$ cat src/verilog/wdr_cfg.svh
// Constants of the watchdog and reset-cause block: offsets, bit positions,
// reset values and counts. Included by the package; definitions only.
`ifndef WDR_CFG_SVH
`define WDR_CFG_SVH

// Register addresses in data space; I/O addresses sit lower by the shift
`define WDR_IO_SHIFT      8'h20
`define WDR_CAUSE_ADDR    8'h54
`define WDR_CTRL_ADDR     8'h60
`define WDR_CAUSE_IO_ADDR (`WDR_CAUSE_ADDR - `WDR_IO_SHIFT)

// Reset-cause bit positions
`define WDR_SCAN_BIT      4
`define WDR_DOG_BIT       3
`define WDR_BOD_BIT       2
`define WDR_PIN_BIT       1
`define WDR_POR_BIT       0

// Watchdog control bit positions
`define WDR_IRQF_BIT      7
`define WDR_IRQE_BIT      6
`define WDR_PS3_BIT       5
`define WDR_UNLK_BIT      4
`define WDR_SRE_BIT       3

// Reset values; power-on marks its own flag
`define WDR_CAUSE_RST     5'h01
`define WDR_CTRL_RST      8'h00

// Unlock window length in system clock cycles
`define WDR_UNLOCK_CYC    3'h4

// Shortest timeout in oscillator ticks, largest legal prescale code
`define WDR_TICK_W        21
`define WDR_BASE_TICKS    21'h000800
`define WDR_MAX_CODE      4'h9

// Fuse level meaning programmed (timer forced on)
`define WDR_FUSE_ON       1'b0

`endif

$ cat src/verilog/wdr_pkg.sv
// Types shared by the watchdog and reset-cause block.
// Assumes wdr_cfg.svh is on the include path.
`include "wdr_cfg.svh"

package wdr_pkg;

  // Operating mode of the timer
  typedef enum logic [1:0] {
    wdr_stop    = 2'b00,
    wdr_irq     = 2'b01,
    wdr_rst     = 2'b10,
    wdr_irq_rst = 2'b11
  } wdr_mode_t;

  // Whole state of the top module
  typedef struct packed {
    logic [4:0]             cause;
    logic                   irq_flag;
    logic                   irq_en;
    logic                   system_reset_enable;
    logic [3:0]             presc;
    logic [2:0]             unlock_cnt;
    logic [`WDR_TICK_W-1:0] ticks;
    logic                   osc_prev;
    logic [7:0]             rdata;
    logic                   irq_req;
    logic                   dog_rst;
  } wdr_state_t;

  // State of the two-stage synchroniser
  typedef struct packed {
    logic meta;
    logic sync;
  } wdr_sync_t;

endpackage

$ cat src/verilog/wdr_sync.sv
// Two-stage level synchroniser for the watchdog oscillator.
// Assumes the input is unrelated to clk; the first stage feeds only the
// second.
`timescale 1ns/1ps

module wdr_sync
  import wdr_pkg::*;
(
  // Clock, reset and enable
  input  wire logic clk,
  input  wire logic arst_n,
  input  wire logic ce,
  // Level in and synchronised level out
  input  wire logic d,
  output logic      q
);

  wdr_sync_t s_reg;
  wdr_sync_t s_next;

  // Shift the level through both stages
  always_comb begin
    s_next      = s_reg;
    s_next.meta = d;
    s_next.sync = s_reg.meta;
  end

  // Register the stages; ce freezes them
  always_ff @(posedge clk or negedge arst_n) begin
    if (!arst_n) begin
      s_reg <= '{meta: 1'b0, sync: 1'b0};
    end else if (ce) begin
      s_reg <= s_next;
    end
  end

  assign q = s_reg.sync;

endmodule // wdr_sync

$ cat src/verilog/wdr_top.sv
// Watchdog timer with reset-cause flags, reached through the processor's
// I/O and data space. Assumes single-cycle register strobes synchronous
// to clk, a free-running slow oscillator level on wdt_osc, and that
// arst_n is the power-on reset.
`timescale 1ns/1ps

// Functional notes
// RQ1 - Reset-cause register answers at data offset and at I/O offset 0x20 lower.
// RQ2 - Scan reset sets bit 4; power-on or written zero clears it.
// RQ3 - Watchdog reset sets bit 3; power-on or written zero clears it.
// RQ4 - Brown-out reset sets bit 2; power-on or written zero clears it.
// RQ5 - Pin reset sets bit 1; power-on or written zero clears it.
// RQ6 - Power-on sets bit 0; only a written zero clears it.
// RQ7 - Software should read then clear reset causes early after start-up.
// RQ8 - Timeout in interrupt mode sets bit 7; vector or written one clears.
// RQ9 - Interrupt request needs global enable and timeout interrupt enable.
// RQ10 - Fuse off: enables pick stopped, interrupt, reset or combined mode.
// RQ11 - Programmed fuse forces reset mode whatever the enables hold.
// RQ12 - Combined mode: vector clears enable and flag, leaving reset mode.
// RQ13 - Combined mode: unserviced flag at next timeout gives system reset.
// RQ14 - Software re-arms interrupt enable after each watchdog interrupt.
// RQ15 - Clearing reset enable or prescale needs unlock; unlock ends after four.
// RQ16 - Watchdog reset flag forces reset enable set until it is cleared.
// RQ17 - Prescale bits 5 and 2:0; code n gives 2048 shl n ticks.
// RQ18 - Unlock write sets unlock and enable, new values within four cycles.
// RQ19 - Counter counts slow oscillator ticks, independent of system clock; here ticks are sampled on clk and lost while ce is low.
// RQ20 - Restart strobe returns the tick count to zero.
// RQ21 - Reset-mode timeout gives a one-cycle system reset pulse.
// RQ22 - Reset-cause bits 7:5 read zero and ignore writes.
// RQ23 - Slow oscillator is synchronised before it drives flags or reset.
module wdr_top
  import wdr_pkg::*;
(
  // Clock, reset and enable
  input  wire logic       clk,
  input  wire logic       arst_n,
  input  wire logic       ce,
  // Register access
  input  wire logic [7:0] bus_addr,
  input  wire logic       io_sel,
  input  wire logic       wr_en,
  input  wire logic       rd_en,
  input  wire logic [7:0] wr_data,
  output logic      [7:0] rd_data,
  // Processor handshakes
  input  wire logic       global_ie,
  input  wire logic       irq_ack,
  input  wire logic       wdr_restart,
  output logic            irq_req,
  // Reset sources and the watchdog reset pulse
  input  wire logic       sys_rst,
  input  wire logic       ext_rst_evt,
  input  wire logic       bod_rst_evt,
  input  wire logic       scan_rst_evt,
  output logic            dog_reset,
  // Slow oscillator and fuse
  input  wire logic       wdt_osc,
  input  wire logic       force_on_fuse
);

  wdr_state_t             s_reg;
  wdr_state_t             s_next;
  logic                   osc_sync;
  logic                   osc_tick;
  logic [7:0]             eff_addr;
  logic                   fuse_on;
  logic                   wde_eff;
  logic                   unlocked;
  wdr_mode_t              mode;
  logic [3:0]             code;
  logic [`WDR_TICK_W-1:0] limit;
  logic [`WDR_TICK_W-1:0] ticks_inc;
  logic                   timeout;
  logic                   fire_rst;
  logic [7:0]             ctrl_view;

  //--------------------------------------------------------------------
  // Oscillator crossing
  //--------------------------------------------------------------------

  // Only the second stage is looked at; rising edges become ticks
  wdr_sync u_osc_sync (
    .clk    (clk),
    .arst_n (arst_n),
    .ce     (ce),
    .d      (wdt_osc),
    .q      (osc_sync)
  );
  assign osc_tick = osc_sync & ~s_reg.osc_prev; // RQ19 RQ23

  //--------------------------------------------------------------------
  // Decoded views
  //--------------------------------------------------------------------

  // I/O instructions address the same register 0x20 lower
  assign eff_addr = io_sel ? (bus_addr + `WDR_IO_SHIFT) : bus_addr; // RQ1
  assign fuse_on  = (force_on_fuse == `WDR_FUSE_ON);
  // Watchdog reset flag holds the reset enable on
  assign wde_eff  = s_reg.system_reset_enable | s_reg.cause[`WDR_DOG_BIT] | fuse_on; // RQ16
  assign unlocked = (s_reg.unlock_cnt != 3'h0);
  // Fuse locks the timer into reset mode
  assign mode = fuse_on ? wdr_rst
                        : wdr_mode_t'({wde_eff, s_reg.irq_en}); // RQ10 RQ11
  // Reserved codes fall back to the longest timeout
  assign code  = (s_reg.presc > `WDR_MAX_CODE) ? `WDR_MAX_CODE : s_reg.presc;
  assign limit = `WDR_BASE_TICKS << code; // RQ17
  assign ticks_inc = s_reg.ticks + `WDR_TICK_W'(1);

  // Control register as software sees it
  assign ctrl_view = {s_reg.irq_flag, s_reg.irq_en & ~fuse_on,
                      s_reg.presc[3], unlocked, wde_eff,
                      s_reg.presc[2:0]};

  //--------------------------------------------------------------------
  // Next-state logic
  //--------------------------------------------------------------------

  // Hardware sets are applied after software clears so that they win
  always_comb begin
    s_next         = s_reg;
    s_next.dog_rst = 1'b0;
    timeout        = 1'b0;
    fire_rst       = 1'b0;
    if (sys_rst) begin
      // Any system reset returns control and the interrupt flag to defaults, reset-cause flags survive
      s_next.irq_flag   = 1'b0;
      s_next.irq_en     = 1'b0;
      s_next.system_reset_enable        = 1'b0;
      s_next.presc      = 4'h0;
      s_next.unlock_cnt = 3'h0;
      s_next.ticks      = '0;
    end else begin
      if (unlocked) begin
        s_next.unlock_cnt = s_reg.unlock_cnt - 3'h1; // RQ15
      end
      // Writes to the reset-cause register only clear
      if (wr_en && eff_addr == `WDR_CAUSE_ADDR) begin
        s_next.cause = s_reg.cause & wr_data[4:0]; // RQ6 RQ22
      end
      // Control register writes; clearing reset enable and changing prescale are guarded by the unlock window
      if (wr_en && eff_addr == `WDR_CTRL_ADDR) begin
        if (wr_data[`WDR_IRQF_BIT]) begin
          s_next.irq_flag = 1'b0; // RQ8
        end
        s_next.irq_en = wr_data[`WDR_IRQE_BIT];
        if (wr_data[`WDR_SRE_BIT]) begin
          s_next.system_reset_enable = 1'b1;
        end else if (unlocked && !s_reg.cause[`WDR_DOG_BIT]) begin
          s_next.system_reset_enable = 1'b0; // RQ15 RQ16
        end
        if (unlocked) begin
          s_next.presc = {wr_data[`WDR_PS3_BIT], wr_data[2:0]}; // RQ15
        end
        if (wr_data[`WDR_UNLK_BIT] && wr_data[`WDR_SRE_BIT]) begin
          s_next.unlock_cnt = `WDR_UNLOCK_CYC; // RQ18
        end
      end
      // Vector taken: flag cleared, combined mode drops to reset mode
      if (irq_ack) begin
        s_next.irq_flag = 1'b0; // RQ8
        if (mode == wdr_irq_rst) begin
          s_next.irq_en = 1'b0; // RQ12
        end
      end
      // Tick counter; stopped or restarted means back to zero
      if (mode == wdr_stop || wdr_restart) begin
        s_next.ticks = '0; // RQ20
      end else if (osc_tick) begin
        if (ticks_inc >= limit) begin
          timeout      = 1'b1; // RQ17
          s_next.ticks = '0;
        end else begin
          s_next.ticks = ticks_inc;
        end
      end
      // Timeout action per mode
      if (timeout) begin
        case (mode)
          wdr_irq: begin
            s_next.irq_flag = 1'b1; // RQ8
          end
          wdr_rst: begin
            fire_rst = 1'b1;
          end
          wdr_irq_rst: begin
            if (s_reg.irq_flag) begin
              fire_rst = 1'b1; // RQ13
            end else begin
              s_next.irq_flag = 1'b1; // RQ12
            end
          end
          default: begin
            fire_rst = 1'b0;
          end
        endcase
      end
    end
    // Reset pulse and its cause flag
    if (fire_rst) begin
      s_next.dog_rst                  = 1'b1; // RQ21
      s_next.cause[`WDR_DOG_BIT]      = 1'b1; // RQ3
    end
    // External causes set their flags over any same-cycle clear
    if (scan_rst_evt) begin
      s_next.cause[`WDR_SCAN_BIT] = 1'b1; // RQ2
    end
    if (bod_rst_evt) begin
      s_next.cause[`WDR_BOD_BIT] = 1'b1; // RQ4
    end
    if (ext_rst_evt) begin
      s_next.cause[`WDR_PIN_BIT] = 1'b1; // RQ5
    end
    s_next.osc_prev = osc_sync;
    // Read data registered, unmapped addresses give zero
    if (rd_en) begin
      if (eff_addr == `WDR_CAUSE_ADDR) begin
        s_next.rdata = {3'h0, s_reg.cause}; // RQ1 RQ22
      end else if (eff_addr == `WDR_CTRL_ADDR) begin
        s_next.rdata = ctrl_view;
      end else begin
        s_next.rdata = 8'h00;
      end
    end
    // Request only while both enables are set
    s_next.irq_req = s_next.irq_flag & s_next.irq_en & ~fuse_on
                     & global_ie; // RQ9
  end

  //--------------------------------------------------------------------
  // State register
  //--------------------------------------------------------------------

  // Power-on leaves only its own flag; ce freezes everything
  always_ff @(posedge clk or negedge arst_n) begin
    if (!arst_n) begin
      s_reg <= '{cause: `WDR_CAUSE_RST, default: '0}; // RQ6
    end else if (ce) begin
      s_reg <= s_next;
    end
  end

  assign rd_data   = s_reg.rdata;
  assign irq_req   = s_reg.irq_req;
  assign dog_reset = s_reg.dog_rst;

  //--------------------------------------------------------------------
  // Checks
  //--------------------------------------------------------------------

  io_cause_read_a: assert property ( // RQ1
    @(posedge clk) disable iff (!arst_n)
    (ce && rd_en && io_sel && bus_addr == `WDR_CAUSE_IO_ADDR)
    |=> (rd_data == {3'h0, $past(s_reg.cause)}))
    else $error("reset cause not readable at io offset");

  scan_flag_set_a: assert property ( // RQ2
    @(posedge clk) disable iff (!arst_n)
    (ce && scan_rst_evt) |=> s_reg.cause[`WDR_SCAN_BIT])
    else $error("scan reset flag not set");

  dog_flag_set_a: assert property ( // RQ3
    @(posedge clk) disable iff (!arst_n)
    dog_reset |-> s_reg.cause[`WDR_DOG_BIT])
    else $error("watchdog reset without its flag");

  reset_pulse_len_a: assert property ( // RQ21
    @(posedge clk) disable iff (!arst_n)
    (dog_reset && ce) |=> !dog_reset)
    else $error("watchdog reset pulse longer than one cycle");

  irq_gate_a: assert property ( // RQ9
    @(posedge clk) disable iff (!arst_n)
    (ce && (!global_ie || !s_next.irq_en)) |=> !irq_req)
    else $error("interrupt request without both enables");

  unlock_expiry_a: assert property ( // RQ15
    @(posedge clk) disable iff (!arst_n)
    (ce && !sys_rst && wr_en && eff_addr == `WDR_CTRL_ADDR
     && wr_data[`WDR_UNLK_BIT] && wr_data[`WDR_SRE_BIT])
    ##1 (ce && !sys_rst && !wr_en)[*4] |=> !unlocked)
    else $error("unlock window not closed after four cycles");

  dog_flag_holds_a: assert property ( // RQ16
    @(posedge clk) disable iff (!arst_n)
    (ce && rd_en && eff_addr == `WDR_CTRL_ADDR
     && s_reg.cause[`WDR_DOG_BIT]) |=> rd_data[`WDR_SRE_BIT])
    else $error("reset enable reads clear while dog flag set");

  fuse_forces_a: assert property ( // RQ11
    @(posedge clk) disable iff (!arst_n)
    fuse_on |-> (mode == wdr_rst))
    else $error("programmed fuse did not force reset mode");

  ack_clears_en_a: assert property ( // RQ12
    @(posedge clk) disable iff (!arst_n)
    (ce && !sys_rst && irq_ack && !wr_en && mode == wdr_irq_rst)
    |=> !s_reg.irq_en)
    else $error("vector did not clear interrupt enable");

  second_timeout_a: assert property ( // RQ13
    @(posedge clk) disable iff (!arst_n)
    (ce && !sys_rst && timeout && mode == wdr_irq_rst && s_reg.irq_flag)
    |=> dog_reset)
    else $error("unserviced combined timeout gave no reset");

endmodule // wdr_top

$ cat config.mk
export PLATFORM = sky130hd
export DESIGN_NAME = wdr_top
export DESIGN_NICKNAME = d
export VERILOG_FILES = /design/src/verilog/wdr_pkg.sv /design/src/verilog/wdr_sync.sv /design/src/verilog/wdr_top.sv
export VERILOG_INCLUDE_DIRS = /design/src /design/src/verilog
export SDC_FILE = /design/constraint.sdc
export NUM_CORES = 1
export LEC_CHECK = 0
export BUFFER_PORTS_ARGS = -buffer_cell sky130_fd_sc_hd__buf_2
export CAP_MARGIN = 20
export CORE_AREA = 2 2 75 77
export CTS_CLUSTER_SIZE = 20
export DETAILED_ROUTE_END_ITERATION = 6
export DIE_AREA = 0 0 77 79
export GPL_TIMING_DRIVEN = 1
export PLACE_DENSITY_LB_ADDON = 0.2
export SETUP_SLACK_MARGIN = 0.2
export SYNTH_ARGS = -nofsm -noshare
export SYNTH_HDL_FRONTEND = slang
export SYNTH_HIERARCHICAL = 1
export SYNTH_SLANG_ARGS = --single-unit
$ cat constraint.sdc
create_clock -name clk -period 5.2 [get_ports clk]
set_input_delay 1.04 -clock clk [delete_from_list [all_inputs] [get_ports clk]]
set_output_delay 1.04 -clock clk [all_outputs]
set_load 0.1 [all_outputs]
==> impl_metrics.json, run 1 <==
{
  "syn_to_final_growth_pct": 8.993,
  "fmax_ghz": 0.2823,
  "n_antenna_cell": 0,
  "row_count": 27,
  "finalInstanceArea_um2": 3427,
  "final_nets": 410,
  "ff2ff_path_depth": 11,
  "finalSetupTns_ps": 0,
  "place_ws_ps": 1682,
  "antenna_found_initial": 0,
  "fin_crit_sh_pct": 68.12,
  "hold_path.class": "reg2reg",
  "slew_viol_final": 0,
  "pwr_density_cell_nw_per_um2": 218.7,
  "post_cts_buffers": 0,
  "pin_count": 41,
  "crit_path_max_fanout": 10,
  "hold_viol": 0,
  "required_ps": 5440,
  "drc_errors": 0,
  "finalCriticalPeriod_ps": 3542,
  "fp.dieH_um": 79,
  "synth-seq-cells": 49,
  "wl_um": 6588,
  "cts_hold_buffers": 0,
  "grt_pass1_wl_um": 11050,
  "synth_flop_cell": "dfrtp_1",
  "worstReg2RegStart": "s_reg[11]$_DFFE_PN0P_",
  "clock-sinks": 49,
  "gp_congestion": 0.8623,
  "drive_above_1_share_pct": 20.22,
  "dr.pass1.iters": 4,
  "ant_nets": 0,
  "path_class": "reg2reg",
  "skew_ps": 6.642,
  "setup_slack_ps": 1658,
  "largest_reg_flops": 32,
  "dpl_cell_area_um2": 3339,
  "track_usage_pct": 22.73,
  "rrSetupSlack_ps": 1660,
  "post_drt_wl_per_cell_um": 15.04,
  "worstHoldStart": "s_reg[42]$_DFFE_PN1P_",
  "yosysWarnings": 6,
  "synth.distinct_cells": 66,
  "dieArea_um2": 6083,
  "whs_ps": 463.9,
  "dp_hpwl_um": 4857,
  "async_flop_share_pct": 100.0,
  "critPathArrivalTime_ps": 3790,
  "clock_latency_ps": 300,
  "worst_pin_slew_ps": 738.8,
  "synthCells": 335,
  "avgViaCountPerCell": 5.904,
  "cts_buffers": 5,
  "cap_viol_max_count": 0,
  "cts.htree.levels": 2,
  "worstSetupEndpointType": "register",
  "die_w_um": 77,
  "synth_edf_count": 0,
  "cts_tree": "yes",
  "first_global_vias": 2344,
  "ctsLongestPathBuffers": 2,
  "syn_area_um2": 3144,
  "instances_no_fill": 438,
  "outcome": "complete, no violations",
  "coreArea_um2": 5338,
  "dpl.cell_count": 430,
  "setup_viol": 0,
  "min_to": "s_reg[42]$_DFFE_PN1P_",
  "p_leak_nw": 1.568,
  "avgSynthCellArea_um2": 9.386,
  "synth_fp_nets": 380,
  "drt-initial-drc-count": 238,
  "rsz0062_at_grt": "no",
  "portBuffers": 40,
  "final_cell_mix": "dfrtp_1, nand2_1, buf_2, nand3_1, o21ai_0",
  "post_cts_resized": 0,
  "hold_depth": 1,
  "cp-start-kind": "register",
  "slew_headroom_pct": 50.69,
  "grt_max_degree": 50,
  "ir_drop_v": 0.0001708,
  "layout_commonest_cell": "dfrtp_1",
  "path_clk_slew_ps": 90,
  "start_util_pct": 58.91,
  "worstReg2RegEnd": "s_reg[27]$_DFFE_PN0P_",
  "via_count": 2586,
  "synth-seq-area-share_pct": 39.04,
  "ctsRootBufferMaster": "clkbuf_8",
  "overflow": 0
}
-- worst max path at each step --
| stage | from | endpoint | cells past startpoint |
|---|---|---|---|
| 6_report | s_reg[11]$_DFFE_PN0P_ | s_reg[27]$_DFFE_PN0P_ | 11 |
| 4_1_cts | s_reg[11]$_DFFE_PN0P_ | s_reg[19]$_DFFE_PN0P_ | 11 |
| 3_5_place_dp | s_reg[11]$_DFFE_PN0P_ | s_reg[27]$_DFFE_PN0P_ | 11 |
| 5_1_grt | s_reg[11]$_DFFE_PN0P_ | s_reg[20]$_DFFE_PN0P_ | 11 |
| 2_1_floorplan | s_reg[11]$_DFFE_PN0P_ | s_reg[21]$_DFFE_PN0P_ | 12 |
| 3_3_place_gp | s_reg[11]$_DFFE_PN0P_ | s_reg[27]$_DFFE_PN0P_ | 11 |
-- worst max-delay path, stage by stage, from the launching register on --
cell and delay [ps]:
dfrtp_1 410, ha_1 240, nand3_1 150, nor4_2 390
and3_1 260, xor2_2 160, ha_1 260, o211ai_1 130
a21oi_1 80, a211oi_2 640, and2_0 550, a221o_1 230
-- cells in the mapped netlist, drive strengths merged, types with 2 or more instances --
cell type  number  area [um2]
ha             14       175.2
nor3b           3       33.78
and2            3       18.77
nor2           16       67.57
nand2          44       165.2
o31ai           3       22.52
inv            11       41.29
nand2b          2       12.51
and4            5       43.79
nor4            6       58.80
a22o           14       122.6
a31oi           5       31.28
a31o            2       17.52
mux2i           5       50.05
or3             2       12.51
nor3            7       51.30
clkbuf          5       18.77
nor2b           6       37.54
o21ai          22       110.1
a211o           2       17.52
mux2            3       33.78
nand3b          2       15.01
o211ai          3       27.52
a21oi           5       25.02
dfrtp          48        1201
o21a            2       15.01
nand4          13       102.6
xor2            5       51.30
buf            15       106.4
nand3          26       130.1
or2             2       15.02
xnor2           5       43.79
a22oi           4       30.03
a21o            4       30.03
and3            5       31.28
-- stage by stage --
step,utilization [%],total power [mW]
global placement,62.56,0.5288
CTS,64.21,0.7562
finish,64.21,0.7495
global route,64.21,0.7874
floorplan,-,0.4899
detailed placement,62.56,0.5321
-- layout make-up --
class                      count  area [um2]
clock buffer                   6       72.57
clock inverter                 2       15.01
fill                         475        1911
inverter                      11       41.29
multi-input combinational    255        1758
sequential                    49        1227
tap                           72       90.09
timing repair buffer          43       222.7
-- layer usage --
| metal | track usage [%] | up-vias | routed length [um] |
|---|---|---|---|
| met5 | 0 | - | 0 |
| met4 | 7.143 | 0 | 99 |
| li1 | - | 1289 | - |
| met1 | 33.04 | 1223 | 3239 |
| met2 | 35.53 | 66 | 2965 |
| met3 | 3.182 | 8 | 283 |
-- logic make-up (layout without fill, tap and decap cells) --
kind of cell	count (synthesis)	after routing	share of synthesized area, %
simple gates	147	147	26.70
compound gates	76	76	17.71
flops	49	49	39.04
buf+inv	31	62	5.292
fa+ha+maj	14	14	5.571
xor+xnor	10	10	3.024
mux	8	8	2.666
-- report_power, final --
part / internal (mW) / total [mW] / switching (mW)
combinational: 0.0485 / 0.120 / 0.0712
sequential: 0.395 / 0.405 / 0.00975
clock: 0.0950 / 0.225 / 0.130
total: 0.539 / 0.749 / 0.211
No activity file was read; power rests on OpenSTA's default activity.
==> run 2: changes to the inputs <==
CORE_AREA = 2 2 77 79   (was 2 2 75 77)
DIE_AREA = 0 0 79 81   (was 0 0 77 79)
clock period = 3.4 ns   (was 5.2 ns; I/O delays follow)
==> run 2 against run 1 <==
  * Critical path type unchanged
  * Clock-buffer cell count fell by 1
  * Clock power rose by 57%
  * Critical path depth rose by 1
  * Core utilization shrank 2.1 points
  * Global-route usage is 0.82 points lower
  * Die area grew 5.2%
  * Highest routed layer unchanged
==> impl_metrics.json, run 2 (same netlist as run 1, synthesis figures left out) <==
{
  "cts.htree.levels": 2,
  "layout_commonest_cell": "dfrtp_1",
  "fp.dieH_um": 81,
  "crit_top_cell": "buf_4",
  "slew_headroom_pct": 50.43,
  "dpl.cell_count": 435,
  "overflow": 0,
  "skew_ps": 10.53,
  "dr.pass1.iters": 4,
  "slew_viol_final": 0,
  "path_clk_slew_ps": 100,
  "grt_pass1_wl_um": 11140,
  "cts_buffers": 5,
  "row_count": 28,
  "avgViaCountPerCell": 5.937,
  "cts_tree": "yes",
  "setup_viol": 0,
  "start_util_pct": 55.40,
  "via_count": 2642,
  "cap_viol_max_count": 0,
  "clock_latency_ps": 310,
  "drc_errors": 0,
  "required_ps": 3600,
  "ant_nets": 0,
  "cts_hold_buffers": 0,
  "dp_hpwl_um": 4974,
  "wl_um": 6909,
  "ctsRootBufferMaster": "clkbuf_8",
  "final_nets": 414,
  "hold_path.class": "in2async",
  "post_drt_wl_per_cell_um": 15.53,
  "portBuffers": 40,
  "fmax_ghz": 0.3349,
  "ctsLongestPathBuffers": 2,
  "n_antenna_cell": 0,
  "coreArea_um2": 5675,
  "rsz0062_at_grt": "no",
  "path_class": "reg2reg",
  "worstSetupEndpointType": "register",
  "finalCriticalPeriod_ps": 2986,
  "die_w_um": 79,
  "fin_crit_sh_pct": 87.81,
  "clock-sinks": 49,
  "ir_drop_v": 0.0002773,
  "pwr_density_cell_nw_per_um2": 330.6,
  "pin_count": 41,
  "track_usage_pct": 21.91,
  "max_stage_delay_ps": 510,
  "crit_chain": "nand4_4 > nor4_4 > nand4_1 > xnor2_2 > ha_1 > o211ai_1 > a21oi_2 > a211oi_2 > buf_4 > and2_0 > buf_4 > a221o_1",
  "nFillCells": 521,
  "critPathArrivalTime_ps": 3190,
  "cp-start-kind": "register",
  "drt-initial-drc-count": 153,
  "grt_max_degree": 50,
  "hold_viol": 0,
  "largest_reg_flops": 32,
  "crit_path_max_fanout": 10,
  "worst_pin_slew_ps": 742.7,
  "drive_above_1_share_pct": 22.70,
  "multi_input_area_um2": 1799,
  "seq_area_um2": 1227,
  "p_leak_nw": 1.615,
  "first_global_vias": 2370,
  "instances_no_fill": 445,
  "outcome": "complete, no violations",
  "syn_to_final_growth_pct": 12.02,
  "cpMaxStageDelayCell": "dfrtp_1",
  "dieArea_um2": 6399,
  "finalSetupTns_ps": 0,
  "gp_congestion": 0.8553,
  "final_cell_mix": "dfrtp_1, nand2_1, buf_2, nand3_1, o21ai_0",
  "antenna_found_initial": 0
}
==> run 2: what timing repair did <==
action,CTS,global route
setup endpoints to repair,0,25
resized for setup,0,8
setup buffers,0,1
==> run 2: metal layers <==
metal / vias up / part of all wire (%) / track usage (%)
met2: 60 / 48 / 34.32
met4: 0 / 0.36 / 5.000
li1: 1297 / - / -
met1: 1283 / 47 / 32.05
met5: - / 0 / 0
met3: 2 / 4.0 / 3.667
==> run 2: report_power, final <==
group / switching (mW) / total, mW / leakage, nW / internal, mW
Combinational: 0.113 / 0.191 / 0.923 / 0.0774
Sequential: 0.0151 / 0.619 / 0.656 / 0.604
Clock: 0.209 / 0.354 / 0.0364 / 0.145
Total: 0.338 / 1.16 / 1.62 / 0.826
==> run 2: final timing paths <==
check                                      start                     to  slack [ps]  depth (start not counted)
max                        s_reg[21]$_DFFE_PN0P_  s_reg[27]$_DFFE_PN0P_         410                         12
min                                       arst_n  s_reg[17]$_DFFE_PN0P_         310                          1
max reg2reg                s_reg[21]$_DFFE_PN0P_  s_reg[27]$_DFFE_PN0P_         410                         12
min reg2reg                s_reg[42]$_DFFE_PN1P_  s_reg[42]$_DFFE_PN1P_         460                          1
max in group asynchronous                 arst_n  s_reg[42]$_DFFE_PN1P_        2490                          2
min in group clk           s_reg[42]$_DFFE_PN1P_  s_reg[42]$_DFFE_PN1P_         460                          1
==> run 2: cell type report <==
type / count / area share (%)
repair buffers: 47 / 7.638
clock buffers: 5 / 1.954
flip-flops and latches: 49 / 34.85
multi-input cells: 255 / 51.08
clock inverters: 3 / 0.6394
well taps: 75 / 2.664
inverters: 11 / 1.172
==> run 2: metrics by stage <==
| step | utilization, % | power [mW] | instance area (um2) | setup slack [ps] | hold slack [ps] |
|---|---|---|---|---|---|
| 2_1_floorplan | - | 0.7493 | 3144 | 625.7 | 384.4 |
| 3_3_place_gp | 59.17 | 0.8119 | 3358 | 450.3 | 451.3 |
| 4_1_cts | 60.78 | 1.167 | 3450 | 239.3 | 465.6 |
| 3_5_place_dp | 59.17 | 0.8165 | 3358 | 249.5 | 450.7 |
| 6_report | 62.06 | 1.164 | 3522 | 414.5 | 312.9 |
| 5_1_grt | 62.06 | 1.225 | 3522 | 203.2 | 331.0 |
==> run 2: critical path: cells and delay by family, from the launching register on <==
family / cells / cell delay, ps
buffers and inverters: 2 / 340
AOI/OAI and AO/OA: 4 / 680
adders and majority gates: 1 / 290
xor gates and xnor gates: 1 / 190
DFF: 1 / 510
and+or+nand+nor: 4 / 860
